===== config.mk =====
export PLATFORM = sky130hd
export DESIGN_NAME = dsf_status_flags
export DESIGN_NICKNAME = d
export VERILOG_FILES = /design/src/design/dsf_pkg.sv /design/src/design/dsf_flag_bank.sv /design/src/design/dsf_status_flags.sv
export SDC_FILE = /design/constraint.sdc
export NUM_CORES = 1
export LEC_CHECK = 0
export BUFFER_PORTS_ARGS = -buffer_cell sky130_fd_sc_hd__buf_2
export CORE_ASPECT_RATIO = 2
export CORE_MARGIN = 1
export CORE_UTILIZATION = 34
export CTS_BUF_LIST = sky130_fd_sc_hd__clkbuf_4 sky130_fd_sc_hd__clkbuf_8 sky130_fd_sc_hd__clkbuf_16
export DETAILED_ROUTE_END_ITERATION = 6
export PLACE_DENSITY = 0.77
export SLEW_MARGIN = 20
export SYNTH_ARGS = -nofsm -noshare
export SYNTH_HDL_FRONTEND = slang
export SYNTH_SLANG_ARGS = --single-unit

===== constraint.sdc =====
create_clock -name sys_clk_i -period 1.45 [get_ports sys_clk_i]
set_input_delay 0.29 -clock sys_clk_i [delete_from_list [all_inputs] [get_ports sys_clk_i]]
set_output_delay 0.29 -clock sys_clk_i [all_outputs]
set_load 0.01 [all_outputs]

===== src/design/dsf_pkg.sv =====
package dsf_pkg;

   // Bus geometry
   localparam int unsigned DATA_W       = 32;
   localparam int unsigned ADDR_W       = 12;
   localparam int unsigned REG_W        = 16;

   // Register indices; the byte address is four times the index
   localparam logic [ADDR_W-1:0] IDX_SYS_CTRL   = 12'h000;
   localparam logic [ADDR_W-1:0] IDX_STATUS     = 12'h002;
   localparam logic [ADDR_W-1:0] IDX_FLAG_CLEAR = 12'h004;
   localparam logic [1:0]        BYTE_SHIFT     = 2'h2;

   // Status and clear bit positions, shared by both registers except the buffer select
   localparam int unsigned BIT_DMA_DONE     = 13;
   localparam int unsigned BIT_CMD_ERROR    = 12;
   localparam int unsigned BIT_VBLANK       = 11;
   localparam int unsigned BIT_CMD_END      = 10;
   localparam int unsigned BIT_CMD_SUSPEND  = 9;
   localparam int unsigned BIT_DISP_BUF_SEL = 8;
   localparam int unsigned BIT_DRAW_BREAK   = 7;

   // System control fields
   localparam int unsigned BIT_DRAW_SOFT_RESET = 15;
   localparam int unsigned BIT_DISPLAY_RESET   = 14;
   localparam int unsigned BIT_DMA_MODE_HI     = 5;
   localparam int unsigned BIT_DMA_MODE_LO     = 4;

   // Index of each sticky flag inside the flag bank
   localparam int unsigned NUM_FLAGS   = 6;
   localparam int unsigned FI_DMA      = 0;
   localparam int unsigned FI_CMD_ERR  = 1;
   localparam int unsigned FI_VBLANK   = 2;
   localparam int unsigned FI_CMD_END  = 3;
   localparam int unsigned FI_SUSPEND  = 4;
   localparam int unsigned FI_BREAK    = 5;

   // Command code layout: opcode sits above the attribute field
   localparam int unsigned CMD_W       = 16;
   localparam int unsigned OPCODE_LSB  = 11;
   localparam int unsigned OPCODE_W    = 5;

   // Reset values
   localparam logic [REG_W-1:0]  SYS_CTRL_RESET = 16'h0000;
   localparam logic [DATA_W-1:0] RDATA_RESET    = 32'h0000_0000;

endpackage : dsf_pkg


===== src/design/dsf_flag_bank.sv =====
`timescale 1ns/1ps

// Bank of sticky flags: set wins over clear, reset forces zero
module dsf_flag_bank #(
   parameter int unsigned WIDTH = 6
) (
   input  wire logic             sys_clk_i,
   input  wire logic             reset_n_i,
   input  wire logic [WIDTH-1:0] set_i,
   input  wire logic [WIDTH-1:0] clr_i,
   output logic      [WIDTH-1:0] flag_o
);

   logic [WIDTH-1:0] flag_r;    // Held flag state
   logic [WIDTH-1:0] flag_nxt;  // Next flag state

   // Set has priority so an event in the clearing cycle survives
   always_comb begin
      flag_nxt = set_i | (flag_r & ~clr_i);
   end

   // Flags drop to zero under reset
   always_ff @(posedge sys_clk_i or negedge reset_n_i) begin
      if (!reset_n_i) begin
         flag_r <= '0;
      end else begin
         flag_r <= flag_nxt;
      end
   end

   assign flag_o = flag_r;

endmodule : dsf_flag_bank


===== src/design/dsf_status_flags.sv =====
`timescale 1ns/1ps

// How it works
// - DMA flag sets when armed count hits zero
// - DMA flag sticky until reset, clear or DMA start
// - Command error halts fetch and execution
// - Error cleared by reset, soft reset, clear
// - Blank flag sets at next blanking start
// - Display reset or clear zeroes blank flag
// - End flag set when no command runs
// - End flag sticky until reset/soft reset/clear
// - Suspend flag on frame change before end
// - Suspend sticky until reset/soft reset/clear
// - Buffer flag shows which start address used
// - Break flag sets on break stop
// - Break sticky until reset/soft reset/clear
// - Reset keeps display buffer flag
// - Reset zeroes all other flags
// - Clear register bits clear flags, read zero
module dsf_status_flags
   import dsf_pkg::*;
#(
   parameter logic [31:0] LEGAL_OPCODE_MAP = 32'h0000_ffff  // One bit per defined opcode
) (
   input  wire logic              sys_clk_i,
   input  wire logic              reset_n_i,
   // APB slave
   input  wire logic              psel_i,
   input  wire logic              penable_i,
   input  wire logic              pwrite_i,
   input  wire logic [ADDR_W-1:0] paddr_i,
   input  wire logic [DATA_W-1:0] pwdata_i,
   output logic      [DATA_W-1:0] prdata_o,
   output logic                   pready_o,
   output logic                   pslverr_o,
   // Engine events, same clock domain
   input  wire logic              dma_count_zero_i,
   input  wire logic              cmd_fetch_i,
   input  wire logic [CMD_W-1:0]  cmd_code_i,
   input  wire logic              cmd_active_i,
   input  wire logic              cmd_done_i,
   input  wire logic              vblank_i,
   input  wire logic              display_change_mode_i,
   input  wire logic              frame_change_suspend_i,
   input  wire logic              render_end_irq_i,
   input  wire logic              display_buf_b_i,
   input  wire logic              draw_break_stop_i,
   // Control back to the engines
   output logic                   drawing_halt_o,
   output logic                   cmd_accept_o,
   output logic [1:0]             dma_mode_o,
   output logic                   drawing_soft_reset_o,
   output logic                   display_reset_o
);

   // Register index decode of a byte address
   function automatic logic [ADDR_W-1:0] reg_index(input logic [ADDR_W-1:0] addr);
      reg_index = addr >> BYTE_SHIFT;
   endfunction : reg_index

   // Only the opcode decides legality
   function automatic logic opcode_illegal(input logic [CMD_W-1:0] code);
      logic [OPCODE_W-1:0] op;
      op = code[OPCODE_LSB +: OPCODE_W];
      opcode_illegal = ~LEGAL_OPCODE_MAP[op];
   endfunction : opcode_illegal

   logic [REG_W-1:0]     sys_ctrl_r;      // System control register
   logic [DATA_W-1:0]    prdata_r;        // Read data captured at setup
   logic                 pready_r;        // High during access phase
   logic                 pslverr_r;       // Unmapped address answer
   logic                 dma_armed_r;     // DMA started, waiting for zero
   logic                 vblank_d_r;      // Blanking level one cycle ago
   logic                 render_seen_r;   // Render end since suspend clear
   logic                 disp_buf_b_r;    // Active start address select
   logic                 soft_reset_d_r;  // Registered soft reset level
   logic                 disp_reset_d_r;  // Registered display reset level
   logic                 cmd_accept_r;    // Fetch acceptance to engine

   logic                 setup_phase;     // APB setup cycle
   logic                 access_done;     // APB access completing now
   logic                 wr_done;         // Completing write
   logic [ADDR_W-1:0]    acc_index;       // Index of current access
   logic                 addr_mapped;     // Address hits a register
   logic                 sys_wr;          // Write to system control
   logic                 clr_wr;          // Write to flag clear register
   logic                 dma_start;       // DMA transfer mode started
   logic [NUM_FLAGS-1:0] flag_set;        // Set events per flag
   logic [NUM_FLAGS-1:0] flag_clr;        // Clear requests per flag
   logic [NUM_FLAGS-1:0] flags;           // Sticky flag state
   logic [REG_W-1:0]     status_word;     // Assembled status image

   // Bus phase decode
   always_comb begin
      setup_phase = psel_i & ~penable_i;
      access_done = psel_i & penable_i & pready_r;
      wr_done     = access_done & pwrite_i;
      acc_index   = reg_index(paddr_i);
      addr_mapped = (acc_index == IDX_SYS_CTRL) | (acc_index == IDX_STATUS) |
                    (acc_index == IDX_FLAG_CLEAR);
      sys_wr      = wr_done & (acc_index == IDX_SYS_CTRL);
      clr_wr      = wr_done & (acc_index == IDX_FLAG_CLEAR);
   end

   // Starting a DMA mode means writing 01 or 11 to the mode field
   always_comb begin
      dma_start = sys_wr & pwdata_i[BIT_DMA_MODE_LO];
   end

   // Status image; bits other than 7 to 13 read zero
   always_comb begin
      status_word                   = '0;
      status_word[BIT_DMA_DONE]     = flags[FI_DMA];
      status_word[BIT_CMD_ERROR]    = flags[FI_CMD_ERR];
      status_word[BIT_VBLANK]       = flags[FI_VBLANK];
      status_word[BIT_CMD_END]      = flags[FI_CMD_END];
      status_word[BIT_CMD_SUSPEND]  = flags[FI_SUSPEND];
      status_word[BIT_DISP_BUF_SEL] = disp_buf_b_r;
      status_word[BIT_DRAW_BREAK]   = flags[FI_BREAK];
   end

   // Zero-wait slave: ready rises in every access phase
   always_ff @(posedge sys_clk_i or negedge reset_n_i) begin
      if (!reset_n_i) begin
         pready_r  <= 1'b0;
         pslverr_r <= 1'b0;
      end else begin
         pready_r  <= setup_phase;
         pslverr_r <= setup_phase & ~addr_mapped;
      end
   end

   // Read data captured in setup, held through the access
   always_ff @(posedge sys_clk_i or negedge reset_n_i) begin
      if (!reset_n_i) begin
         prdata_r <= RDATA_RESET;
      end else if (setup_phase && !pwrite_i) begin
         case (acc_index)
            IDX_SYS_CTRL: begin
               prdata_r <= {{(DATA_W-REG_W){1'b0}}, sys_ctrl_r};
            end
            IDX_STATUS: begin
               prdata_r <= {{(DATA_W-REG_W){1'b0}}, status_word};
            end
            IDX_FLAG_CLEAR: begin
               prdata_r <= RDATA_RESET;
            end
            default: begin
               prdata_r <= RDATA_RESET;
            end
         endcase
      end else if (setup_phase) begin
         prdata_r <= RDATA_RESET;
      end
   end

   // System control: only documented fields are kept
   always_ff @(posedge sys_clk_i or negedge reset_n_i) begin
      if (!reset_n_i) begin
         sys_ctrl_r <= SYS_CTRL_RESET;
      end else if (sys_wr) begin
         sys_ctrl_r                      <= SYS_CTRL_RESET;
         sys_ctrl_r[BIT_DRAW_SOFT_RESET] <= pwdata_i[BIT_DRAW_SOFT_RESET];
         sys_ctrl_r[BIT_DISPLAY_RESET]   <= pwdata_i[BIT_DISPLAY_RESET];
         sys_ctrl_r[BIT_DMA_MODE_HI]     <= pwdata_i[BIT_DMA_MODE_HI];
         sys_ctrl_r[BIT_DMA_MODE_LO]     <= pwdata_i[BIT_DMA_MODE_LO];
      end
   end

   // Reset levels registered once more so outputs match the flags
   always_ff @(posedge sys_clk_i or negedge reset_n_i) begin
      if (!reset_n_i) begin
         soft_reset_d_r <= 1'b0;
         disp_reset_d_r <= 1'b0;
      end else begin
         soft_reset_d_r <= sys_ctrl_r[BIT_DRAW_SOFT_RESET];
         disp_reset_d_r <= sys_ctrl_r[BIT_DISPLAY_RESET];
      end
   end

   // DMA arming; a stale zero count before start is ignored
   always_ff @(posedge sys_clk_i or negedge reset_n_i) begin
      if (!reset_n_i) begin
         dma_armed_r <= 1'b0;
      end else if (dma_start) begin
         dma_armed_r <= 1'b1;
      end else if (sys_wr || dma_count_zero_i) begin
         // Completion or a return to normal mode disarms
         dma_armed_r <= 1'b0;
      end
   end

   // Blanking edge history for the once-per-field set
   always_ff @(posedge sys_clk_i or negedge reset_n_i) begin
      if (!reset_n_i) begin
         vblank_d_r <= 1'b0;
      end else begin
         vblank_d_r <= vblank_i;
      end
   end

   // Render end seen since suspend flag was last cleared
   always_ff @(posedge sys_clk_i or negedge reset_n_i) begin
      if (!reset_n_i) begin
         render_seen_r <= 1'b0;
      end else if (render_end_irq_i) begin
         render_seen_r <= 1'b1;
      end else if (flag_clr[FI_SUSPEND]) begin
         render_seen_r <= 1'b0;
      end
   end

   // No reset: buffer select survives a device reset
   // buffer flag kept
   always_ff @(posedge sys_clk_i) begin
      disp_buf_b_r <= display_buf_b_i;
   end

   // Fetch grant to the drawing engine
   always_ff @(posedge sys_clk_i or negedge reset_n_i) begin
      if (!reset_n_i) begin
         cmd_accept_r <= 1'b0;
      end else begin
         cmd_accept_r <= ~flag_set[FI_CMD_ERR] & ~(flags[FI_CMD_ERR] & ~flag_clr[FI_CMD_ERR]);
      end
   end

   // Set events for each flag
   always_comb begin
      flag_set = '0;
      flag_set[FI_DMA]     = dma_armed_r & dma_count_zero_i;
      flag_set[FI_CMD_ERR] = cmd_fetch_i & cmd_accept_r & opcode_illegal(cmd_code_i);
      flag_set[FI_VBLANK]  = vblank_i & ~vblank_d_r;
      flag_set[FI_CMD_END] = cmd_done_i | ~cmd_active_i;
      flag_set[FI_SUSPEND] = display_change_mode_i & frame_change_suspend_i & ~render_seen_r;
      flag_set[FI_BREAK]   = draw_break_stop_i;
   end

   // Clear requests: clear register bits, soft and display reset, DMA start
   always_comb begin
      flag_clr = '0;
      flag_clr[FI_DMA]     = (clr_wr & pwdata_i[BIT_DMA_DONE]) | dma_start;
      flag_clr[FI_CMD_ERR] = (clr_wr & pwdata_i[BIT_CMD_ERROR]) |
                             sys_ctrl_r[BIT_DRAW_SOFT_RESET];
      flag_clr[FI_VBLANK]  = (clr_wr & pwdata_i[BIT_VBLANK]) |
                             sys_ctrl_r[BIT_DISPLAY_RESET];
      flag_clr[FI_CMD_END] = (clr_wr & pwdata_i[BIT_CMD_END]) |
                             sys_ctrl_r[BIT_DRAW_SOFT_RESET];
      flag_clr[FI_SUSPEND] = (clr_wr & pwdata_i[BIT_CMD_SUSPEND]) |
                             sys_ctrl_r[BIT_DRAW_SOFT_RESET];
      flag_clr[FI_BREAK]   = (clr_wr & pwdata_i[BIT_DRAW_BREAK]) |
                             sys_ctrl_r[BIT_DRAW_SOFT_RESET];
   end

   // Sticky storage; reset zeroes all but the buffer flag
   // reset zeroes flags
   dsf_flag_bank #(
      .WIDTH     (NUM_FLAGS)
   ) u_flag_bank (
      .sys_clk_i (sys_clk_i),
      .reset_n_i (reset_n_i),
      .set_i     (flag_set),
      .clr_i     (flag_clr),
      .flag_o    (flags)
   );

   // Outputs, all from flip-flops
   assign prdata_o             = prdata_r;
   assign pready_o             = pready_r;
   assign pslverr_o            = pslverr_r;
   assign drawing_halt_o       = flags[FI_CMD_ERR];
   assign cmd_accept_o         = cmd_accept_r;
   assign dma_mode_o           = {sys_ctrl_r[BIT_DMA_MODE_HI], sys_ctrl_r[BIT_DMA_MODE_LO]};
   assign drawing_soft_reset_o = soft_reset_d_r;
   assign display_reset_o      = disp_reset_d_r;

endmodule : dsf_status_flags


==> flow_summary.json, run 1 <==
{
  "reg2reg_depth": 5,
  "grt_pass1_wl_um": 4774,
  "die_y_um": 91.53,
  "rr_endpoint": "sys_ctrl_r[15]",
  "nNetsFinal": 258,
  "clk_pin_slew_ns": 0.07,
  "violations": "negative setup slack",
  "relSlewSlack_pct": 57.72,
  "worstPathMaxFanout": 4,
  "hold_viol_final": 0,
  "ios": 115,
  "power.leakage_nw": 1.015,
  "finalCriticalPeriod_ns": 1.531,
  "start_util_pct": 35.45,
  "final_cell_mix": "buf_2, dfrtp_1, conb_1",
  "status": "finished, violations left",
  "htree_levels": 2,
  "utilization_pct": 48.60,
  "portBuffers": 54,
  "powerDensity_nw_per_um2": 893.2,
  "worst_ep_arrival_time_ns": 1.69,
  "drtIter0Drc": 16,
  "cp_slowest_cell": "or4_4",
  "drive_above_1_share_pct": 53.80,
  "cts_tree": "done",
  "maxCapViolations": 0,
  "crit_top_cell": "buf_6",
  "synth_area_um2": 1363,
  "wirelength_um": 3034,
  "setup_viol": 12,
  "rows": 32,
  "stdcell_count": 235,
  "grt_util_met2_pct": 26.62,
  "yosysUniqueCellTypes": 32,
  "path_cells": "buf_6 -> or4_4 -> buf_6 -> nor4_4 -> buf_4 -> nand2_1 -> a311o_1",
  "seq_area_frac_synth_pct": 54.73,
  "path_class": "in2reg",
  "grt_pass1_vias": 1061,
  "slowest_delay_ns": 0.56,
  "drtPass1Iterations": 4,
  "overflow": 0,
  "clock-sinks": 30,
  "post-dp-hpwl_um": 2288,
  "numCtsBuffers": 5,
  "vdd_drop_max_uv": 579.0,
  "syn_area_per_cell_um2": 12.39,
  "core_area_um2": 3844,
  "drc": 0,
  "route.vias.total": 1062,
  "rrSetupSlack_ns": -0.07,
  "grtUsageTotal_pct": 15.74,
  "use_met1_pct": 16.97,
  "final_common_cell": "buf_2",
  "finalClockSkew_ns": 0.009900,
  "total_power_mw": 1.668,
  "crit_required_ns": 1.61,
  "place_ws_ns": -0.4174,
  "postCtsHoldBufs": 0,
  "timing.rr.start": "pready_o",
  "die-area_um2": 4280,
  "drv_slew": 0,
  "rsz0062_at_grt": "true",
  "grt_max_degree": 30,
  "vias_per_cell": 4.519,
  "gr-max-usage-layer": "met2",
  "cts_root_buf": "clkbuf_8",
  "met3_usage_pct": 2.584,
  "detail_route.wl_per_cell_um": 12.91,
  "clk_latency_ns": 0.28,
  "timing.fmax_mhz": 653.2,
  "ys_ff_latch": 30,
  "dpl.cell_count": 221,
  "finalWorstSetupSlack_ns": -0.08089,
  "die_x_um": 46.77,
  "clockBufferDepth": 2,
  "antenna_found_initial": 0,
  "hp-class": "in2async",
  "worst_slew_pin_slew_ns": 0.6342,
  "yosys_warnings": 0,
  "syn_inst": 110,
  "gp_congestion": 0.8355,
  "antenna_left": 0,
  "cp-end-kind": "flop",
  "num_antenna_cells": 0,
  "syn2layout_area_growth_pct": 37.10,
  "startpoint_type": "input pin",
  "timing.final.crit_share_pct": 105.6
}
-- Yosys cell counts --
cell type,instances,area (um^2)
a2111oi_0,1,8.760
buf_4,23,172.7
dfxtp_1,1,20.02
o2bb2ai_1,1,8.760
nor2b_1,1,6.260
a211o_2,1,10.01
nor4_1,1,6.260
nand2b_1,1,6.260
dfrtp_1,29,725.7
or4_4,1,11.26
nand3_1,1,5.000
mux2_2,5,56.30
inv_1,7,26.28
a21o_1,1,7.510
a21oi_1,1,5.000
a22o_1,11,96.34
nand2_2,1,6.260
a32o_1,1,10.01
nor4_4,3,63.81
a311o_1,1,10.01
or4_1,1,7.510
conb_1,1,3.750
a41oi_1,1,8.760
or3b_2,1,8.760
nand2_1,5,18.77
or3_1,1,6.260
a31oi_1,1,6.260
a31o_2,2,17.52
nand4_1,1,6.260
nor2_1,2,7.510
clkbuf_1,1,3.750
o21ai_0,1,5.000
-- registers in the layout, summed over array words and instances (netlist names) --
signal                flops
pready_o                  1
u_flag_bank.flag_o        6
drawing_soft_reset_o      1
display_reset_o           1
pslverr_o                 1
sys_ctrl_r                4
cmd_accept_o              1
vblank_d_r                1
dma_armed_r               1
render_seen_r             1
disp_buf_b_r              1
prdata_o                 11
-- cells by family (layout without fill, tap and decap cells) --
| logic type | Yosys count | in the layout | synth area share [%] |
|---|---|---|---|
| buffers and inverters | 31 | 85 | 14.88 |
| flip-flops | 30 | 30 | 54.73 |
| AO/OA/AOI/OAI | 23 | 23 | 14.23 |
| AND/OR/NAND/NOR | 20 | 20 | 11.76 |
| multiplexers | 5 | 5 | 4.132 |
| other | 1 | 21 | 0.2752 |
-- report_power, final --
group	switching, mW	leakage [nW]	internal (mW)
Sequential	0.00552	0.381	0.848
Combinational	0.0948	0.585	0.0687
Clock	0.302	0.0484	0.350
-- layer usage --
layer / vias up / part of all wire, %
met4: 0 / 3.0
met2: 49 / 55
met1: 513 / 36
met5: - / 0
met3: 6 / 5.7
li1: 494 / -
-- stage by stage --
step           area [um^2]  hold slack, ns  setup TNS [ns]
3_5_place_dp          1678          0.3445          -8.257
3_3_place_gp          1678          0.3347          -7.992
5_1_grt               1868         0.05988          -1.587
6_report              1868         0.01815         -0.5859
4_1_cts               1813         0.02926         -0.7668
2_1_floorplan         1445       -0.005591          -3.185
-- cell type report --
type	count	area (um^2)
Sequential cell	30	745.7
Tap cell	51	63.81
Clock inverter	2	10.01
Multi-Input combinational cell	69	538.0
Fill cell	375	1976
Inverter	7	26.28
Timing Repair Buffer	70	407.9
Clock buffer	6	76.32
-- worst max-delay path, delay by kind of cell --
kind            cells  cell delay (ns)
compound gates      1             0.26
buf+inv             3             0.41
simple gates        3             0.72
-- what timing repair did --
| item | 4_1_cts | 5_1_grt |
|---|---|---|
| endpoints found under the setup margin | 22 | 25 |
| pin swaps | 8 | 6 |
| resized for setup | 7 | 6 |
| setup buffers | 3 | 3 |
| cloned | 0 | 0 |
-- worst max path at each step --
stage	start	to	slack, ns	depth (start not counted)
2_1_floorplan	paddr_i[8]	dma_armed_r	-0.27	4
4_1_cts	paddr_i[8]	sys_ctrl_r[15]	-0.10	5
3_3_place_gp	paddr_i[8]	sys_ctrl_r[14]	-0.39	5
6_report	paddr_i[8]	u_flag_bank.flag_o[3]	-0.08	7
5_1_grt	pready_o	sys_ctrl_r[4]	-0.15	5
3_5_place_dp	paddr_i[8]	sys_ctrl_r[15]	-0.42	5
Power figures use the tool's default switching activity.
==> inputs of run 2 (changes only) <==
MAX_ROUTING_LAYER = met4   (was default)
==> run 2 against run 1 <==
  * The run still ends with negative setup slack left
  * Routed wire length rose by 0.13%
  * Setup slack about the same
  * Total power barely moved
  * Register-to-register slack about the same
  * First-iteration DRC count grew 19%
  * Clock skew barely moved
  * Clock power about the same
  * Critical path type unchanged
  * Largest power group unchanged
==> flow_summary.json, run 2 (synthesized netlist as in run 1, its figures left out) <==
{
  "grt_pass1_vias": 1058,
  "pwr-share-comb_pct": 9.8,
  "core_area_um2": 3844,
  "seq_power_share_pct": 51.1,
  "htree_levels": 2,
  "multi_input_area_um2": 538.0,
  "path_class": "in2reg",
  "syn2layout_area_growth_pct": 37.10,
  "ios": 115,
  "post-dp-hpwl_um": 2288,
  "rrSetupSlack_ns": -0.07,
  "gp_congestion": 0.8484,
  "clk_pin_slew_ns": 0.07,
  "finalCriticalPeriod_ns": 1.531,
  "reg2reg_depth": 5,
  "crit_required_ns": 1.61,
  "drtPass1Iterations": 4,
  "violations": "negative setup slack",
  "die-area_um2": 4280,
  "place_ws_ns": -0.4174,
  "die_x_um": 46.77,
  "route.vias.total": 1061,
  "total_power_mw": 1.670,
  "clk_latency_ns": 0.28,
  "worst_ep_arrival_time_ns": 1.69,
  "powerDensity_nw_per_um2": 893.8,
  "internal-power_mw": 1.266,
  "nNetsFinal": 258,
  "met1_length_um": 1110,
  "drc": 0,
  "maxCapViolations": 0,
  "seq_area_um2": 745.7,
  "power.leakage_nw": 1.015,
  "vias_per_cell": 4.515,
  "worstPathMaxFanout": 4,
  "vdd_drop_max_uv": 578.9,
  "cts_root_buf": "clkbuf_8",
  "largest_register_ffs": 11,
  "hold_viol_final": 0,
  "antenna_found_initial": 0,
  "startpoint_type": "input pin",
  "die_y_um": 91.53,
  "hp-class": "in2async",
  "finalClockSkew_ns": 0.009834,
  "grtUsageTotal_pct": 16.18,
  "cts_tree": "done",
  "setup_viol": 12,
  "fin_tns_setup_ns": -0.5840,
  "drv_slew": 0,
  "numCtsBuffers": 5,
  "clock-sinks": 30,
  "grt_pass1_wl_um": 4781,
  "rows": 32,
  "num_antenna_cells": 0,
  "status": "finished, violations left",
  "timing.rr.start": "pready_o",
  "start_util_pct": 35.45,
  "drive_above_1_share_pct": 53.80,
  "clockBufferDepth": 2,
  "rsz0062_at_grt": "true",
  "cp-end-kind": "flop",
  "timing.fmax_mhz": 653.4,
  "num-fill-cells": 375,
  "wirelength_um": 3038,
  "timing.final.crit_share_pct": 105.6,
  "final_common_cell": "buf_2",
  "wl_met3_um": 173,
  "clock_power_share_pct": 39.1,
  "portBuffers": 54,
  "antenna_left": 0,
  "utilization_pct": 48.60,
  "p_sw_mw": 0.4033,
  "rr_endpoint": "sys_ctrl_r[15]",
  "relSlewSlack_pct": 57.76,
  "grt_max_degree": 30,
  "wl_met2_um": 1669,
  "p_sw_share_pct": 24.15,
  "detail_route.wl_per_cell_um": 12.93,
  "final_cell_mix": "buf_2, dfrtp_1, conb_1",
  "finalWorstSetupSlack_ns": -0.08055,
  "overflow": 0,
  "worst_slew_pin_slew_ns": 0.6337,
  "dr.max_layer_used": "met4",
  "drtIter0Drc": 19
}
run 2: cell counts in the layout (fill, tap and decap cells not counted):
Identical to the previous run, type by type.
run 2: cell type report:
type,count,area share [%]
sequential,30,39.92
multi-input combinational,69,28.80
timing repair buffer,70,21.84
clock buffer,6,4.086
tap,51,3.416
inverter,7,1.407
clock inverter,2,0.5358
run 2: metal layers:
metal,track usage [%],vias up
met1,17.22,510
li1,-,494
met2,26.62,49
met5,-,-
met4,9.286,0
met3,2.386,8
run 2: worst max-delay path by stage:
stage	startpoint	depth (start not counted)	endpoint	slack, ns
after global placement	paddr_i[8]	5	sys_ctrl_r[14]	-0.39
after global routing	pready_o	5	sys_ctrl_r[4]	-0.15
final	paddr_i[8]	7	u_flag_bank.flag_o[3]	-0.08
after detailed placement	paddr_i[8]	5	sys_ctrl_r[15]	-0.42
after floorplan	paddr_i[8]	4	dma_armed_r	-0.27
after CTS	paddr_i[8]	5	sys_ctrl_r[15]	-0.10
run 2: worst max-delay path: stages:
cell     delay (ns)
buf_6          0.09
or4_4          0.56
buf_6          0.14
nor4_4         0.11
buf_4          0.18
nand2_1        0.05
a311o_1        0.26
run 2: stage by stage:
stage	hold WS, ns	cell area, um^2	cells
floorplan	-0.005591	1445	130
global placement	0.3347	1678	221
detailed placement	0.3445	1678	221
CTS	0.02926	1813	232
global route	0.06290	1868	235
finish	0.01964	1868	235
run 2: timing repair:
action	CTS	global route
endpoints found under the setup margin	22	25
hold buffers	0	0
gates resized for setup	7	6
pin swaps	8	6
setup buffers	3	3
cloned	0	0
run 2: power by group through the flow:
stage / clock [mW] / sequential, mW / combinational [mW]
final: 0.653 / 0.853 / 0.164
after global placement: 0 / 0.868 / 0.146
after detailed placement: 0 / 0.868 / 0.148
after floorplan: 0 / 0.870 / 0.0941
after CTS: 0.681 / 0.852 / 0.155
after global routing: 0.707 / 0.853 / 0.183
